`src/rtl/clock_manager_map.vh`:
```
// Register map, field positions, reset values and nanosecond timings of the clock manager control.
// Assumes a single 200 MHz core clock; the fabric port is asynchronous to it.
`ifndef CLOCK_MANAGER_MAP_VH
`define CLOCK_MANAGER_MAP_VH

// ==========================================================================
// Register indices
`define REG_PRESCALER   3'h0
`define REG_FEEDBACK    3'h1
`define REG_DELAY_LINE  3'h2
`define REG_DUTY        3'h3
`define REG_CONTROL     3'h7

// ==========================================================================
// Field positions
`define DIV_VAL_MSB     3
`define DIV_RST_BIT     7
`define CTL_ENABLE      0
`define CTL_PLL_RST     1
`define CTL_DLL_RST     2
`define CTL_CFG_RUN     6
`define CTL_GSR_IMMUNE  7
`define DUTY_HI_MASTER  6
`define DUTY_LO_MASTER  7

// ==========================================================================
// Reset values and masks
`define DIV_RESET       8'h00
`define DUTY_RESET      8'h00
`define CONTROL_RESET   8'h00
`define DIV_WR_MASK     8'h8F
`define CTL_WR_MASK     8'hC7

// ==========================================================================
// Timing, in nanoseconds, and the core clock period
`define CORE_PERIOD_NS  5
`define WAKEUP_NS       1000
`define ACQUIRE_NS      36000
`define SHUTDOWN_NS     1000

`endif

```
`src/rtl/clock_manager_ctrl.v`:
```
// Control registers, power sequencing and three programmable dividers of a clock manager.
// Assumes the fabric strobes, address, data, configuration-done and global reset are
// asynchronous to core_clk, and that ref_clk_en is a one-cycle enable from core logic.
`timescale 1ns/10ps
`default_nettype none
`include "clock_manager_map.vh"

module clock_manager_ctrl #(
    parameter WAKEUP_CYC   = (`WAKEUP_NS + `CORE_PERIOD_NS - 1) / `CORE_PERIOD_NS,
    parameter ACQUIRE_CYC  = (`ACQUIRE_NS + `CORE_PERIOD_NS - 1) / `CORE_PERIOD_NS,
    parameter SHUTDOWN_CYC = (`SHUTDOWN_NS + `CORE_PERIOD_NS - 1) / `CORE_PERIOD_NS
) (
    input  wire       core_clk,
    input  wire       nrst,
    input  wire [2:0] reg_addr,
    input  wire [7:0] wr_data,
    input  wire       read_strobe,
    input  wire       write_strobe,
    input  wire       config_done,
    input  wire       global_set_reset_n,
    input  wire       ref_clk_en,
    output reg  [7:0] rd_data,
    output reg  [7:0] rd_data_oe_n,
    output reg        analog_power_on,
    output reg        dll_func_rst,
    output reg        pll_func_rst,
    output reg        out_clk_unstable,
    output reg        lock,
    output reg        prescaler_en,
    output reg        feedback_en,
    output reg        delay_line_en,
    output reg  [3:0] prescaler_ratio,
    output reg  [3:0] feedback_ratio,
    output reg  [3:0] delay_line_ratio,
    output reg  [3:0] duty_first_16ths,
    output reg  [3:0] duty_second_16ths
);

    // ======================================================================
    // Input synchronisers
    // Address and data are sampled beside the strobe. The fabric holds them steady
    // before raising it, so the words are settled when the synchronised edge is seen.
    reg  [2:0] addr_s1_ff;
    reg  [2:0] addr_s2_ff;
    reg  [7:0] data_s1_ff;
    reg  [7:0] data_s2_ff;
    reg  [3:0] ctl_s1_ff;
    reg  [3:0] ctl_s2_ff;
    reg        we_prev_ff;

    always @(posedge core_clk or negedge nrst)
    begin
        if (!nrst)
        begin
            addr_s1_ff <= 3'h0;
            addr_s2_ff <= 3'h0;
            data_s1_ff <= 8'h00;
            data_s2_ff <= 8'h00;
            ctl_s1_ff  <= 4'h2;
            ctl_s2_ff  <= 4'h2;
            we_prev_ff <= 1'b0;
        end
        else
        begin
            addr_s1_ff <= reg_addr;
            addr_s2_ff <= addr_s1_ff;
            data_s1_ff <= wr_data;
            data_s2_ff <= data_s1_ff;
            ctl_s1_ff  <= {read_strobe, write_strobe, global_set_reset_n, config_done};
            ctl_s2_ff  <= ctl_s1_ff;
            we_prev_ff <= ctl_s2_ff[2];
        end
    end

    wire re_sync   = ctl_s2_ff[3];
    wire we_sync   = ctl_s2_ff[2];
    wire gsr_n     = ctl_s2_ff[1];
    wire done_sync = ctl_s2_ff[0];
    // Write is refused while a read is active; the two strobes must not overlap.
    wire wr_pulse  = we_sync & ~we_prev_ff & ~re_sync;

    // ======================================================================
    // Control registers
    reg  [7:0] prescaler_ctrl_ff;
    reg  [7:0] feedback_ctrl_ff;
    reg  [7:0] delay_ctrl_ff;
    reg  [7:0] duty_ctrl_ff;
    reg  [7:0] control_ff;

    // The global reset clears the divider settings only; the duty and control registers,
    // and so the immunity bit itself, survive it.
    wire gsr_hit = ~gsr_n & ~control_ff[`CTL_GSR_IMMUNE];

    // Function resets never touch these registers; only nrst and the global reset do.
    always @(posedge core_clk or negedge nrst)
    begin
        if (!nrst)
        begin
            prescaler_ctrl_ff <= `DIV_RESET;
            feedback_ctrl_ff  <= `DIV_RESET;
            delay_ctrl_ff     <= `DIV_RESET;
            duty_ctrl_ff      <= `DUTY_RESET;
            control_ff        <= `CONTROL_RESET;
        end
        else if (gsr_hit)
        begin
            prescaler_ctrl_ff <= `DIV_RESET;
            feedback_ctrl_ff  <= `DIV_RESET;
            delay_ctrl_ff     <= `DIV_RESET;
        end
        else if (wr_pulse)
        begin
            case (addr_s2_ff)
                `REG_PRESCALER:  prescaler_ctrl_ff <= data_s2_ff & `DIV_WR_MASK;
                `REG_FEEDBACK:   feedback_ctrl_ff  <= data_s2_ff & `DIV_WR_MASK;
                `REG_DELAY_LINE: delay_ctrl_ff     <= data_s2_ff & `DIV_WR_MASK;
                `REG_DUTY:       duty_ctrl_ff      <= data_s2_ff;
                `REG_CONTROL:    control_ff        <= data_s2_ff & `CTL_WR_MASK;
                default:         control_ff        <= control_ff;
            endcase
        end
    end

    // ======================================================================
    // Read port
    function [7:0] read_mux;
        input [2:0] a;
        begin
            case (a)
                `REG_PRESCALER:  read_mux = prescaler_ctrl_ff;
                `REG_FEEDBACK:   read_mux = feedback_ctrl_ff;
                `REG_DELAY_LINE: read_mux = delay_ctrl_ff;
                `REG_DUTY:       read_mux = duty_ctrl_ff;
                `REG_CONTROL:    read_mux = control_ff;
                default:         read_mux = 8'h00;
            endcase
        end
    endfunction

    // Divide-ratio decode shared by the three dividers; a held reset forces bypass.
    function [3:0] ratio_of;
        input [7:0] r;
        begin
            if (r[`DIV_RST_BIT] || r[`DIV_VAL_MSB:0] == 4'h0)
                ratio_of = 4'h0;
            else if (r[`DIV_VAL_MSB:0] > 4'h8)
                ratio_of = {1'b0, r[2:0]};
            else
                ratio_of = r[`DIV_VAL_MSB:0];
        end
    endfunction

    // ======================================================================
    // Power sequencing: one-hot states
    localparam [4:0] ST_OFF      = 5'b00001;
    localparam [4:0] ST_WAKE     = 5'b00010;
    localparam [4:0] ST_ACQUIRE  = 5'b00100;
    localparam [4:0] ST_STEADY   = 5'b01000;
    localparam [4:0] ST_SHUTDOWN = 5'b10000;

    reg  [4:0]  state_ff;
    reg  [4:0]  nxt_state;
    reg  [15:0] timer_ff;
    reg  [15:0] nxt_timer;

    // Config-run lets the loaded settings act before done; otherwise wait for done.
    wire run_allowed = done_sync | control_ff[`CTL_CFG_RUN];
    wire power_req   = control_ff[`CTL_ENABLE] & run_allowed;

    always @*
    begin
        nxt_state = state_ff;
        nxt_timer = (timer_ff == 16'h0000) ? 16'h0000 : timer_ff - 16'h0001;
        case (state_ff)
            ST_OFF:
            begin
                if (power_req)
                begin
                    nxt_state = ST_WAKE;
                    nxt_timer = WAKEUP_CYC[15:0];
                end
            end
            ST_WAKE, ST_ACQUIRE, ST_STEADY:
            begin
                if (!power_req)
                begin
                    nxt_state = ST_SHUTDOWN;
                    nxt_timer = SHUTDOWN_CYC[15:0];
                end
                else if (state_ff == ST_WAKE && timer_ff == 16'h0000)
                begin
                    nxt_state = ST_ACQUIRE;
                    nxt_timer = ACQUIRE_CYC[15:0];
                end
                else if (state_ff == ST_ACQUIRE && timer_ff == 16'h0000)
                    nxt_state = ST_STEADY;
            end
            ST_SHUTDOWN:
            begin
                if (timer_ff == 16'h0000)
                    nxt_state = ST_OFF;
            end
            default:
            begin
                nxt_state = ST_OFF;
                nxt_timer = 16'h0000;
            end
        endcase
    end

    always @(posedge core_clk or negedge nrst)
    begin
        if (!nrst)
        begin
            state_ff <= ST_OFF;
            timer_ff <= 16'h0000;
        end
        else if (gsr_hit)
        begin
            state_ff <= ST_OFF;
            timer_ff <= 16'h0000;
        end
        else
        begin
            state_ff <= nxt_state;
            timer_ff <= nxt_timer;
        end
    end

    // ======================================================================
    // Three dividers: the ratio counters run on ref_clk_en.
    wire [23:0] div_regs = {delay_ctrl_ff, feedback_ctrl_ff, prescaler_ctrl_ff};
    wire [2:0]  div_tick;
    genvar g;
    generate
        for (g = 0; g < 3; g = g + 1)
        begin : div_gen
            reg  [3:0] cnt_ff;
            reg        tick_ff;
            wire [3:0] ratio = ratio_of(div_regs[g*8 +: 8]);
            always @(posedge core_clk or negedge nrst)
            begin
                if (!nrst)
                begin
                    cnt_ff  <= 4'h0;
                    tick_ff <= 1'b0;
                end
                else if (div_regs[g*8 + `DIV_RST_BIT] || gsr_hit)
                begin
                    // Held in reset the divider sits at its default value, which is bypass.
                    cnt_ff  <= 4'h0;
                    tick_ff <= ref_clk_en;
                end
                else if (ratio == 4'h0)
                begin
                    // Bypass costs one register stage, and so does the divide path.
                    cnt_ff  <= 4'h0;
                    tick_ff <= ref_clk_en;
                end
                else if (ref_clk_en)
                begin
                    cnt_ff  <= (cnt_ff + 4'h1 >= ratio) ? 4'h0 : cnt_ff + 4'h1;
                    tick_ff <= (cnt_ff + 4'h1 >= ratio);
                end
                else
                    tick_ff <= 1'b0;
            end
            assign div_tick[g] = tick_ff;
        end
    endgenerate

    // ======================================================================
    // Registered outputs
    wire powered = (state_ff != ST_OFF);
    // Reads stay released during configuration unless config-run is set, so the
    // data lines never show settings the fabric may not yet own.
    wire read_live = re_sync & run_allowed;

    always @(posedge core_clk or negedge nrst)
    begin
        if (!nrst)
        begin
            rd_data           <= 8'h00;
            rd_data_oe_n      <= 8'hFF;
            analog_power_on   <= 1'b0;
            dll_func_rst      <= 1'b1;
            pll_func_rst      <= 1'b1;
            out_clk_unstable  <= 1'b1;
            lock              <= 1'b0;
            prescaler_en      <= 1'b0;
            feedback_en       <= 1'b0;
            delay_line_en     <= 1'b0;
            prescaler_ratio   <= 4'h0;
            feedback_ratio    <= 4'h0;
            delay_line_ratio  <= 4'h0;
            duty_first_16ths  <= 4'h1;
            duty_second_16ths <= 4'h1;
        end
        else
        begin
            rd_data          <= read_live ? read_mux(addr_s2_ff) : 8'h00;
            rd_data_oe_n     <= {8{~read_live}};
            analog_power_on  <= powered;
            dll_func_rst     <= control_ff[`CTL_DLL_RST] | ~powered;
            pll_func_rst     <= control_ff[`CTL_PLL_RST] | ~powered;
            // A global reset stops the clock, so lock and the stable flag fall together.
            out_clk_unstable <= (state_ff != ST_STEADY) | gsr_hit;
            lock             <= (state_ff == ST_STEADY) & ~gsr_hit;
            prescaler_en     <= div_tick[0] & powered;
            feedback_en      <= div_tick[1] & powered;
            delay_line_en    <= div_tick[2] & powered;
            prescaler_ratio  <= ratio_of(prescaler_ctrl_ff);
            feedback_ratio   <= ratio_of(feedback_ctrl_ff);
            delay_line_ratio <= ratio_of(delay_ctrl_ff);
            // High time in sixteenths of the doubled period.
            duty_first_16ths  <= {duty_ctrl_ff[`DUTY_HI_MASTER], duty_ctrl_ff[2:0]} + 4'h1;
            duty_second_16ths <= {duty_ctrl_ff[`DUTY_LO_MASTER], duty_ctrl_ff[5:3]} + 4'h1;
        end
    end

endmodule

`default_nettype wire

```
`config.mk`:
```
export PLATFORM = sky130hd
export DESIGN_NAME = clock_manager_ctrl
export DESIGN_NICKNAME = d
export VERILOG_FILES = /design/src/rtl/clock_manager_ctrl.v
export VERILOG_INCLUDE_DIRS = /design/src /design/src/rtl
export SDC_FILE = /design/constraint.sdc
export NUM_CORES = 1
export LEC_CHECK = 0
export BUFFER_PORTS_ARGS = -buffer_cell sky130_fd_sc_hd__buf_2
export CAP_MARGIN = 25
export CORE_MARGIN = 10
export CORE_UTILIZATION = 51
export CTS_CLUSTER_DIAMETER = 40
export DETAILED_ROUTE_END_ITERATION = 8
export PLACE_DENSITY = 0.73
export SLEW_MARGIN = 15
export SYNTH_ARGS = -nofsm -noshare
export SYNTH_HDL_FRONTEND = slang
export SYNTH_SLANG_ARGS = --single-unit
```
`constraint.sdc`:
```
create_clock -name core_clk -period 1.8 [get_ports core_clk]
set_input_delay 0.36 -clock core_clk [delete_from_list [all_inputs] [get_ports core_clk]]
set_output_delay 0.36 -clock core_clk [all_outputs]
set_load 0.03 [all_outputs]
```
Word level (Yosys, flattened, before mapping)
Index checks and enable logic that the tools add are counted.

Bits in registers: 141. Input bits: 18. Output and inout bits: 44.

Add/sub/neg operators: 6. Order comparisons: 6. Equal/unequal tests: 14. Muxes and demuxes: 51. Bitwise gates (word level): 20. Reductions and logical operators: 30.

Operators by type and width (number): $mux 16 (5); $mux 8 (10); $mux 4 (18); $pmux 16 s3 (1); $pmux 8 s5 (1); $mux 5 (6); $logic_not 4->1 (6); $add 4x1->4 const B (5); $logic_not 16->1 (1); $sub 16x1->16 const B (1); $pmux 5 s3 (1); $ge 4x4->1 (3); $gt 4x4->1 const B (3); $and 1x1->1 (9); $mux 1 (9); $reduce_and 3->1 (3); $reduce_bool 3->1 (3); $reduce_bool 2->1 (4); $not 1->1 (7); $eq 3x2->1 const B (2); $logic_or 1x1->1 (6); $ne 3x3->1 const B (2); $reduce_and 2->1 (3); $eq 5x1->1 const B (1); other kinds (13) (17).

Longest topological paths before layout
Gate-level depths: netlist of the first run.

Depth in word-level cells: 8. Gate-level depth with buffers: 8.

Worst setup path after synthesis of the first run
OpenSTA, ideal clock, no wires.

Kind: register to register. Start point: reg timer_ff[0]. End point: reg state_ff[3]. Setup time: 0.079 ns. Data arrival time: 1.887 ns. Path slack: -0.167 ns. Cell stages (with the launch flop): 8. Buffers on the path: 0. Clock period less this slack: 1.967 ns. Cell sequence: dfrtp_1 inv_1 ha_1 nor2b_1 nand3_4 or4_4 a22oi_4 mux2i_1.

Longest elaborated chain between the ends: 6.

RTL lines: start, declared (RTL line clock_manager_ctrl.v:163) `reg [15:0] timer_ff;`; start signal, assigned (RTL line clock_manager_ctrl.v:226) `timer_ff <= nxt_timer;`; $logic_not 16->1 * (RTL line clock_manager_ctrl.v:190, clock_manager_ctrl.v:195, clock_manager_ctrl.v:200); $logic_and 1x1->1 (RTL line clock_manager_ctrl.v:190) `else if (state_ff == ST_WAKE && timer_ff == 16'h0000)`; $mux 5 (RTL line clock_manager_ctrl.v:190); $mux 5 (RTL line clock_manager_ctrl.v:185) `if (!power_req)`; $pmux 5 s3 (RTL line clock_manager_ctrl.v:174) `case (state_ff)`; $mux 5 (RTL line clock_manager_ctrl.v:218) `else if (gsr_hit)`; end signal, assigned (RTL line clock_manager_ctrl.v:225) `state_ff <= nxt_state;`; end, declared (RTL line clock_manager_ctrl.v:161) `reg [4:0] state_ff;`.

Mark *: on every way between the ends. The rest lies on a longest branch, timed or not. A chain may end at the register's enable or synchronous reset.

Final worst setup path of the first run
Start point: reg delay_ctrl_ff[0]. End point: reg div_gen[2].cnt_ff[2].

Longest elaborated chain between the ends: 8.

RTL lines: start, declared (RTL line clock_manager_ctrl.v:86) `reg [7:0] delay_ctrl_ff;`; start signal, assigned (RTL line clock_manager_ctrl.v:101) `` delay_ctrl_ff <= `DIV_RESET; ``; start signal, assigned (RTL line clock_manager_ctrl.v:109) `` delay_ctrl_ff <= `DIV_RESET; ``; start signal, assigned (RTL line clock_manager_ctrl.v:116) `` `REG_DELAY_LINE: delay_ctrl_ff <= data_s2_ff & `DIV_WR_MASK; ``; $gt 4x4->1 or $logic_not 4->1 (tied branches) (RTL line clock_manager_ctrl.v:146, clock_manager_ctrl.v:144); $mux 4 or $logic_or 1x1->1 (tied branches) (RTL line clock_manager_ctrl.v:146, clock_manager_ctrl.v:144); $mux 4 * (RTL line clock_manager_ctrl.v:144) `` if (r[`DIV_RST_BIT] || r[`DIV_VAL_MSB:0] == 4'h0) ``; $ge 4x4->1 (RTL line clock_manager_ctrl.v:262) `cnt_ff <= (cnt_ff + 4'h1 >= ratio) ? 4'h0 : cnt_ff + 4'h1;`; $mux 4 (RTL line clock_manager_ctrl.v:262); $mux 4 (RTL line clock_manager_ctrl.v:260) `else if (ref_clk_en)`; $mux 4 (RTL line clock_manager_ctrl.v:254) `else if (ratio == 4'h0)`; $mux 4 (RTL line clock_manager_ctrl.v:248) `` else if (div_regs[g*8 + `DIV_RST_BIT] || gsr_hit) ``; end signal, assigned (RTL line clock_manager_ctrl.v:262); end, declared (RTL line clock_manager_ctrl.v:238) `reg [3:0] cnt_ff;`.

Mark *: on every way between the ends. The rest lies on a longest branch, timed or not. The select of a mux whose other input is x is not followed.

==> qor.yml, run 1 <==
outcome: "finished, violations left"
violations: "setup timing"
ys_seq_area_share_pct: 58.6
maxCapViolations: 0
place.gp.congestion: 0.921
syn_avg_cell_area_um2: 11.4
required_ns: 2.22
ys_types: 55
diodes: 0
ys_warn_count: 0
grt_max_degree: 52
worstReg2RegEnd: "div_gen[2].cnt_ff[2]"
cts.sinks: 132
critPathArrivalTime_ns: 2.25
hold_depth: 3
fin_area_um2: 7560
fin_crit_ns: 1.83
core_um2: 10800
reg2reg_slack_ns: -0.03
vias: 4310
drt_iter0_drc: 349
swShare_pct: 29.2
synth_seq_cells: 132
io_pins: 62
htree_levels: 4
powerDensity_nw_per_um2: 1140
fp.dieW_um: 125
drive_gt1_share_pct: 35.8
synth-edff-count: 0
crit_path_start_kind: "register"
ant_nets: 0
overflow: 0
cts_buffer_depth: 2
grt_first_pass_wirelength_um: 21400
critPathKind: "register to register"
synth_top_cell_area_share_pct: 54.4
dp.final_hpwl_um: 8750
path_max_fanout: 5
routed_wl_um: 13400
min_from: "ref_clk_en"
async_reset_ff_share_pct: 100
path_clk_slew_ns: 0.06
period_share_pct: 101
whs_endpoint: "div_gen[0].cnt_ff[3]"
dr.pass1.iters: 5
grt_usage_pct: 16.5
finalPower_uw: 8600
start_util_pct: 52.2
cts_buffers: 17
end_kind: "register"
grt_antenna_before_repair: 0
die_area_um2: 15700
max_freq_ghz: 0.547
hold_viol: 0
fin_skew_ns: 0.00805
io_buffers: 61
synth_fp_nets: 531
comb_power_share_pct: 21.4
synthFlopType: "dfrtp_1"
row_count: 38
hold_slack_ns: 0.274
drc: 0
rsz0062_at_grt: "yes"
die_h_um: 125
ir_drop_v: 0.000712
grt_pass1_vias: 4371
finalMaxSlewViolations: 0
switching_power_uw: 2510
setup_viol: 3
nets: 671
layout-area-overhead-vs-synth_pct: 33.7
power_frac_seq_pct: 40.1
synth_cells: 495
setup_ws_ns: -0.0267
p_clk_share_pct: 38.5
slew_headroom_pct: 59.9
placed_area_um2: 6460
synth_area_um2: 5650
cts_tree: "done"
yosys-top-cells-area: "dfrtp_1, dfstp_2, ha_1, mux2_2, nand2_1"
viasPerCell: 5.47
p_leak_uw: 0.00363
rr_startpoint: "delay_ctrl_ff[0]"
synth_top_area_cell: "dfrtp_1"
wire_per_inst_um: 17.0
fill_cells: 744
cts_root_buf: "clkbuf_8"
internal-power_uw: 6080
hold_class: "primary input to register"
insertion_delay_ns: 0.52
tightestPinTransition_ns: 0.598
r2r_cells: 7
-- power by group through the flow --
stage | Sequential, uW | Clock [uW] | Combinational (uW)
after global placement | 3470 | 0 | 1690
after floorplan | 3570 | 0 | 1000
after global routing | 3470 | 3490 | 2030
after detailed placement | 3490 | 0 | 1730
after CTS | 3430 | 3350 | 1800
final | 3440 | 3310 | 1840
-- state kept, by name, indices dropped and copies added (netlist names), 5 cells and up --
register / cells
timer_ff: 16
div_gen.cnt_ff: 12
data_s1_ff: 8
data_s2_ff: 8
duty_ctrl_ff: 8
rd_data: 8
control_ff: 5
delay_ctrl_ff: 5
feedback_ctrl_ff: 5
prescaler_ctrl_ff: 5
state_ff: 5
-- cells by family after synthesis --
group	Yosys count	share of synthesized area, %
simple gates	174	16.3
flops	132	58.6
compound gates	78	8.87
buf+inv	44	3.43
mux	26	5.22
xor+xnor	23	3.56
fa+ha+maj	18	3.98
-- synth_stat cells (all sizes together), types with 13 or more instances --
cell type  count
nor3          13
nor2          42
o21ai         22
nand3         19
nand2         46
xor2          14
nand2b        14
inv           24
dfrtp        123
mux2          18
a21oi         24
ha            18
-- per-layer routing --
metal | global-route usage, % | up-vias | share of wire (%)
met4 | 7.11 | 0 | 2.3
met2 | 26.8 | 166 | 50
li1 | - | 1979 | -
met5 | 0 | - | 0
met3 | 4.35 | 31 | 5.1
met1 | 20.2 | 2134 | 43
-- layout make-up --
type                            count  area [um2]  area share [%]
Timing Repair Buffer              141        1000            13.2
Sequential cell                   132        3320            43.9
Tap cell                          140         175            2.32
Multi-Input combinational cell    319        2410            31.8
Inverter                           24        90.1            1.19
Clock inverter                     14         155            2.05
Clock buffer                       18         418            5.53
-- worst max path at each step --
stage	start	to	slack, ns	depth (start not counted)
global route	timer_ff[2]	state_ff[3]	-0.1	5
CTS	div_gen[0].cnt_ff[0]	div_gen[0].cnt_ff[2]	-0.05	6
finish	delay_ctrl_ff[0]	div_gen[2].cnt_ff[2]	-0.03	7
floorplan	addr_s2_ff[2]	duty_ctrl_ff[1]	-0.02	4
detailed placement	div_gen[0].cnt_ff[1]	div_gen[0].cnt_ff[2]	-0.28	6
global placement	div_gen[0].cnt_ff[0]	div_gen[0].cnt_ff[2]	-0.05	6
-- through the flow --
stage                     setup slack [ns]  util (%)  cells  setup TNS, ns
after global routing               -0.0954      69.7    788         -0.714
after CTS                          -0.0468      67.3    782        -0.0765
final                              -0.0267      69.7    788        -0.0534
after floorplan                    -0.0243         -    495         -0.127
after global placement             -0.0520      59.6    727         -0.156
after detailed placement            -0.283      59.6    727          -1.68
-- repair_timing --
action                     in CTS  in global routing
gates resized for setup        19                 41
pin swaps                      10                 18
hold endpoints to repair       38                  0
setup buffers                   7                  6
hold buffers                   16                  0
setup endpoints to repair      23                 42
-- cells in the final DEF, fill, tap and decap left out, drive strengths merged, types with 4 or more instances in the layout --
cell         instances
a21o                 5
a21oi               24
a22o                 4
a22oi                5
and2                 9
buf                125
clkbuf              18
clkinv               4
clkinvlp             5
dfrtp              123
dfstp                9
dlygate4sd3         16
ha                  18
inv                 27
mux2                18
mux2i                7
nand2               46
nand2b              14
nand3               19
nand3b               4
nor2                42
nor2b               10
nor3                13
o21ai               22
or4                  4
xnor2                9
xor2                14
-- worst max-delay path, cell delays in order (launching register included) --
cell	delay, ns
dfrtp_1	0.39
buf_4	0.16
nor3_4	0.20
nand3b_1	0.15
ha_1	0.32
inv_1	0.15
o21ai_4	0.10
o311ai_2	0.26
Note: power is estimated with default switching activity, not from simulation.
==> run 2: changes to the inputs <==
CELL_PAD_IN_SITES_DETAIL_PLACEMENT = 1   (was not set)
CELL_PAD_IN_SITES_GLOBAL_PLACEMENT = 1   (was not set)
CORE_UTILIZATION = 42   (was 51)
HOLD_SLACK_MARGIN = 0.06   (was not set)
PLACE_DENSITY = 0.74   (was 0.73)
==> qor.yml, run 2 (same netlist as run 1, synthesis figures left out) <==
outcome: "finished, violations left"
violations: "setup timing"
place.gp.congestion: 0.822  # -11%
dp.final_hpwl_um: 10400  # +18%
internal-power_uw: 6280  # +3.3%
dr.pass1.iters: 4  # -1
io_pins: 62  # unchanged
drt_iter0_drc: 219  # -37%
fill_cells: 1376  # +85%
io_buffers: 61  # unchanged
critPathKind: "register to register"
placed_area_um2: 6590  # +2.0%
grt_max_degree: 53  # +1.9%
fin_skew_ns: 0.0107  # +0.00266 ns
overflow: 0  # unchanged
r2r_cells: 5  # -2
critPathArrivalTime_ns: 2.27  # +0.02 ns
seqCellArea_um2: 3320  # unchanged
ant_nets: 0  # unchanged
drc: 0  # unchanged
multi_input_area_um2: 2430  # +1.1%
grt_pass1_vias: 4718  # +7.9%
p_leak_uw: 0.00370  # +2.0%
power_frac_seq_pct: 39.1  # -1.0 points
setup_ws_ns: -0.123  # -0.0965 ns
tightestPinTransition_ns: 0.430  # -0.167 ns
fp.dieW_um: 136  # +8.6%
routed_wl_um: 15400  # +15%
insertion_delay_ns: 0.42  # -0.10 ns
switching_power_uw: 2580  # +2.5%
regMostFlops: "timer_ff"
powerDensity_nw_per_um2: 1150  # +0.90%
diodes: 0  # unchanged
largest_reg_flops: 16  # unchanged
vias: 4280  # -0.70%
finalMaxSlewViolations: 0  # unchanged
cts_root_buf: "clkbuf_16"
slew_headroom_pct: 71.1  # +11 points
ir_drop_v: 0.000684  # -3.9%
maxCapViolations: 0  # unchanged
p_clk_share_pct: 38.7  # +0.2 points
cts_tree: "done"
grt_antenna_before_repair: 0  # unchanged
mostFrequentLayoutCell: "dfrtp_1"
start_util_pct: 42.9  # -9.3 points
grt_first_pass_wirelength_um: 24000  # +12%
max_freq_ghz: 0.520  # -5.0%
layout-area-overhead-vs-synth_pct: 36.6
grt_usage_pct: 16.5  # +0.084 points
hold_class: "primary input to async pin"
cts_buffers: 17  # unchanged
required_ns: 2.14  # -0.08 ns
path_max_fanout: 4  # -1
die_h_um: 136  # +8.6%
viasPerCell: 5.16  # -5.7%
largestRegisters: "timer_ff x16, div_gen.cnt_ff x12"
core_um2: 13200  # +22%
htree_levels: 4  # unchanged
cts_buffer_depth: 2  # unchanged
rsz0062_at_grt: "yes"
final_cell_mix: "dfrtp_1, buf_4, buf_2, nand2_1, nor2_1"
wire_per_inst_um: 18.6  # +9.2%
drive_gt1_share_pct: 37.0  # +1.2 points
path_clk_slew_ns: 0.06  # about the same
die_area_um2: 18500  # +18%
nets: 677  # +0.89%
period_share_pct: 107  # +5.4 points
setup_viol: 20  # +17
fin_area_um2: 7720  # +2.1%
swShare_pct: 29.1  # -0.15 points
cts.sinks: 132  # unchanged
comb_power_share_pct: 22.2  # +0.8 points
row_count: 42  # +11%
fin_crit_ns: 1.92  # +0.0965 ns
end_kind: "register"
crit_path_start_kind: "register"
hold_viol: 0  # unchanged
hold_slack_ns: 0.346  # +0.0726 ns
[run 2: power groups by stage]
stage | Combinational [uW] | Clock (uW) | Sequential, uW
after floorplan | 1000 | 0 | 3570
after global placement | 1730 | 0 | 3480
after detailed placement | 1810 | 0 | 3500
after CTS | 1940 | 3500 | 3460
after global routing | 2190 | 3660 | 3500
final | 1960 | 3430 | 3470
[run 2: per-layer routing]
metal / global-route usage (%) / wire (um) / up-vias
met5: 0 / 0 / -
met4: 5.98 / 301 / 0
met3: 5.24 / 698 / 24
met2: 28.5 / 8140 / 91
met1: 18.9 / 6290 / 2190
li1: - / - / 1975
[run 2: cell type report]
class / count / area share [%]
Clock buffer: 20 / 6.04
Clock inverter: 12 / 1.67
Inverter: 24 / 1.17
Multi-Input combinational cell: 319 / 31.5
Sequential cell: 132 / 42.9
Tap cell: 176 / 2.85
Timing Repair Buffer: 147 / 13.8
[run 2: path summary, 6_finish.rpt]
kind / from / end / slack (ns)
worst max register to register: timer_ff[4] / state_ff[3] / -0.12
worst max-delay path: timer_ff[4] / state_ff[3] / -0.12
worst min register to register: addr_s1_ff[0] / addr_s2_ff[0] / 0.35
max in group asynchronous: nrst / pll_func_rst / 0.84
min in group core_clk: addr_s1_ff[0] / addr_s2_ff[0] / 0.35
worst min-delay path: nrst / timer_ff[9] / 0.35
[run 2: critical path, stage by stage (launching register included)]
cell and delay, ns:
dfrtp_1 0.43, nor4_4 0.44, nand3_4 0.13, or4_4 0.48, a22oi_4 0.17, mux2i_1 0.19
[run 2: stage by stage]
| step | utilization (%) | worst slack (ns) | power (uW) | cells | TNS, ns |
|---|---|---|---|---|---|
| 2_1_floorplan | - | -0.0243 | 4570 | 495 | -0.127 |
| 3_3_place_gp | 50.0 | -0.0587 | 5210 | 772 | -0.510 |
| 3_5_place_dp | 50.0 | -0.209 | 5310 | 772 | -2.88 |
| 4_1_cts | 56.3 | -0.0563 | 8900 | 825 | -0.112 |
| 5_1_grt | 58.5 | -0.196 | 9350 | 830 | -4.03 |
| 6_report | 58.5 | -0.123 | 8860 | 830 | -1.03 |
[run 2: repair_timing]
| action | 4_1_cts | 5_1_grt |
|---|---|---|
| setup endpoints to repair | 33 | 43 |
| hold buffers | 16 | 0 |
| setup buffers | 5 | 5 |
| resized for setup | 18 | 44 |
| endpoints found under the hold margin | 34 | 0 |
| pin swaps | 5 | 20 |
==> run 3: changes to the inputs <==
ABC_AREA = 1   (was not set)
BUFFER_PORTS_ARGS = -buffer_cell sky130_fd_sc_hd__buf_4   (was -buffer_cell sky130_fd_sc_hd__buf_2)
CORE_UTILIZATION = 40   (was 42)
PLACE_DENSITY = 0.73   (was 0.74)
==> qor.yml, run 3 <==
outcome: "finished, violations left"
violations: "setup timing"
powerDensity_nw_per_um2: 1430  # +24%
wire_per_inst_um: 17.1  # -7.9%
setup_viol: 8  # -60%
synthFlopType: "dfrtp_1"
ys_warn_count: 0  # unchanged
p_clk_share_pct: 29.9  # -8.8 points
worst_path_max_delay_cell: "dfrtp_1"
required_ns: 2.13  # about the same
p_leak_uw: 0.00380  # +2.6%
yosysMostFrequentCell: "dfrtp_1"
async_reset_ff_share_pct: 100  # unchanged
largest_reg_flops: 16  # unchanged
drc: 0  # unchanged
diodes: 0  # unchanged
hold_class: "primary input to register"
grt_max_degree: 43  # -19%
die_h_um: 139  # +2.3%
grt_usage_pct: 15.9  # -0.67 points
grt_first_pass_wirelength_um: 24900  # +3.6%
placed_cells: 841  # +8.9%
switching_power_uw: 4150  # +61%
finalMaxSlewViolations: 0  # unchanged
synth_fp_nets: 615  # +16%
crit_path_max_incr_delay_ns: 0.40  # -0.08 ns
max_freq_ghz: 0.538  # +3.5%
fin_crit_ns: 1.86  # -0.0653 ns
power_frac_seq_pct: 34.0  # -5.1 points
min_from: "ref_clk_en"
cts_buffers: 17  # unchanged
mostFrequentLayoutCell: "dfrtp_1"
maxCapViolations: 0  # unchanged
swShare_pct: 38.1  # +9.0 points
syn_avg_cell_area_um2: 9.81  # -14%
end_kind: "register"
regMostFlops: "timer_ff"
slew_headroom_pct: 64.0  # -7.1 points
crit_chain: "nor2_2 > nand3_2 > nand2_4 > nor2_4 > ha_4 > o21ai_1 > a21boi_1 > o21ai_1 > nand2_2 > o21ai_2"
synth-edff-count: 0  # unchanged
reg2reg_slack_ns: -0.06  # +0.07 ns
rsz0062_at_grt: "yes"
internal-power_uw: 6730  # +7.2%
path_max_fanout: 4  # unchanged
synth_seq_cells: 132  # unchanged
hold_depth: 3
comb_power_share_pct: 36.2  # +14 points
routed_wl_um: 15400  # about the same
crit_path_frequent_cell: "o21ai_1"
grt_pass1_vias: 4857  # +2.9%
whs_endpoint: "div_gen[2].cnt_ff[2]"
period_share_pct: 103  # -3.6 points
overflow: 0  # unchanged
viasPerCell: 4.92  # -4.5%
cts_root_buf: "clkbuf_16"
grt_antenna_before_repair: 0  # unchanged
final_cell_mix: "dfrtp_1, nand2_1, buf_4, inv_1, nor2_1"
io_pins: 62  # unchanged
worstReg2RegEnd: "div_gen[1].cnt_ff[2]"
synth_common_cells: "dfrtp_1, nand2_1, inv_1"
r2r_cells: 10  # +5
io_buffers: 61  # unchanged
dr.pass1.iters: 4  # unchanged
finalPower_uw: 10900  # +23%
ys_types: 43  # -22%
place.gp.congestion: 0.857  # +4.2%
critPathKind: "register to register"
htree_levels: 4  # unchanged
setup_ws_ns: -0.0579  # +0.0653 ns
hold_viol: 0  # unchanged
ant_nets: 0  # unchanged
path_clk_slew_ns: 0.06  # about the same
start_util_pct: 40.9  # -1.9 points
cts_buffer_depth: 2  # unchanged
vias: 4442  # +3.8%
cts_tree: "done"
synth_top_cell_area_share_pct: 54.2  # -0.26 points
row_count: 43  # +2.4%
nets: 745  # +10%
layout-area-overhead-vs-synth_pct: 34.2
drive_gt1_share_pct: 32.0  # -5.0 points
fp.dieW_um: 139  # +2.3%
drt_iter0_drc: 298  # +36%
final_util_pct: 54.9  # -3.6 points
die_area_um2: 19400  # +4.7%
ys_seq_area_share_pct: 58.3  # -0.28 points
core_um2: 13900  # +5.2%
tightestPinTransition_ns: 0.538  # +0.108 ns
ir_drop_v: 0.000892  # +30%
cts.sinks: 132  # unchanged
yosys-top-cells-area: "dfrtp_1, nand2_1, inv_1, dfstp_2, ha_1"
crit_path_start_kind: "register"
largestRegisters: "timer_ff x16, div_gen.cnt_ff x12"
synth_area_um2: 5680  # +0.49%
synth_cells: 579  # +17%
critPathArrivalTime_ns: 2.19  # -0.08 ns
insertion_delay_ns: 0.42  # about the same
fin_skew_ns: 0.00933  # -0.00138 ns
synth_top_area_cell: "dfrtp_1"
dp.final_hpwl_um: 10600  # +2.7%
rr_startpoint: "feedback_ctrl_ff[1]"
stdcell_count: 902  # +8.7%
[run 3: cell count changes in the layout (fill, tap and decap cells not counted), sizes merged, moves of 10 or more]
| cell | before | now |
|---|---|---|
| a21oi | 24 | 14 |
| buf | 131 | 106 |
| inv | 25 | 83 |
| mux2 | 18 | 2 |
| nand2 | 46 | 113 |
| nand2b | 14 | 0 |
| nand3 | 19 | 36 |
| nor2 | 42 | 73 |
| nor2b | 10 | 0 |
| o21ai | 22 | 41 |
[run 3: cell families (layout without fill, tap and decap cells)]
logic type / after synthesis / after routing / share of synthesized area [%]
buf+inv: 88 / 230 / 6.43
mux: 2 / 2 / 0.396
flops: 132 / 132 / 58.3
simple gates: 246 / 247 / 20.3
compound gates: 76 / 76 / 7.91
xor+xnor: 17 / 17 / 2.62
fa+ha+maj: 18 / 18 / 3.96
[run 3: through the flow]
step | setup TNS (ns) | hold slack [ns] | area, um2 | setup WS, ns
2_1_floorplan | 0 | 0.0644 | 5680 | 0.0851
3_5_place_dp | -2.22 | 0.336 | 6570 | -0.235
6_report | -0.268 | 0.231 | 7620 | -0.0579
5_1_grt | -1.94 | 0.230 | 7620 | -0.192
3_3_place_gp | -0.160 | 0.326 | 6570 | -0.0395
4_1_cts | -0.686 | 0.223 | 7420 | -0.170
[run 3: worst max-delay path by stage]
stage	start	end	slack [ns]	depth (start not counted)
after floorplan	feedback_ctrl_ff[1]	div_gen[1].cnt_ff[1]	0.09	10
after global placement	feedback_ctrl_ff[1]	div_gen[1].cnt_ff[3]	-0.04	10
after detailed placement	delay_ctrl_ff[1]	div_gen[2].cnt_ff[3]	-0.24	13
after CTS	delay_ctrl_ff[1]	div_gen[2].cnt_ff[1]	-0.17	13
after global routing	feedback_ctrl_ff[1]	div_gen[1].cnt_ff[2]	-0.19	11
final	feedback_ctrl_ff[1]	div_gen[1].cnt_ff[2]	-0.06	10
[run 3: final cells by class]
type | instances | area, um2
clock buffers | 19 | 443
repair buffers | 122 | 993
multi-input cells | 360 | 2250
inverters | 76 | 285
clock inverters | 13 | 114
fillers | 1517 | 6260
well taps | 180 | 225
flip-flops and latches | 132 | 3320
[run 3: worst max-delay path, delay by kind of cell (launching register included)]
| family | cells | cell delay (ns) |
|---|---|---|
| AO/OA/AOI/OAI | 4 | 0.55 |
| adder cells (fa/ha/maj) | 1 | 0.22 |
| flip-flops | 1 | 0.40 |
| AND/OR/NAND/NOR | 5 | 0.58 |
[run 3: power groups by stage]
stage / clock (uW) / sequential (uW) / combinational [uW]
2_1_floorplan: 0 / 3930 / 2240
4_1_cts: 3310 / 3700 / 3710
5_1_grt: 3500 / 3750 / 4350
6_report: 3250 / 3700 / 3930
3_5_place_dp: 0 / 3740 / 3540
3_3_place_gp: 0 / 3720 / 3420
[run 3: what timing repair did]
action / in CTS / in global routing
buffers inserted: 7 / 6
hold buffers: 16 / 0
resized for setup: 36 / 38
gates cloned: 0 / 1
setup endpoints to repair: 16 / 19
pin swaps: 22 / 28
hold endpoints to repair: 41 / 0
[run 3: per-layer routing]
metal	vias to the layer above	share of wire (%)	global-route usage (%)
met3	19	3.3	4.66
li1	2127	-	-
met4	0	1.7	5.44
met5	-	0	0
met2	79	53	27.4
met1	2217	42	18.3
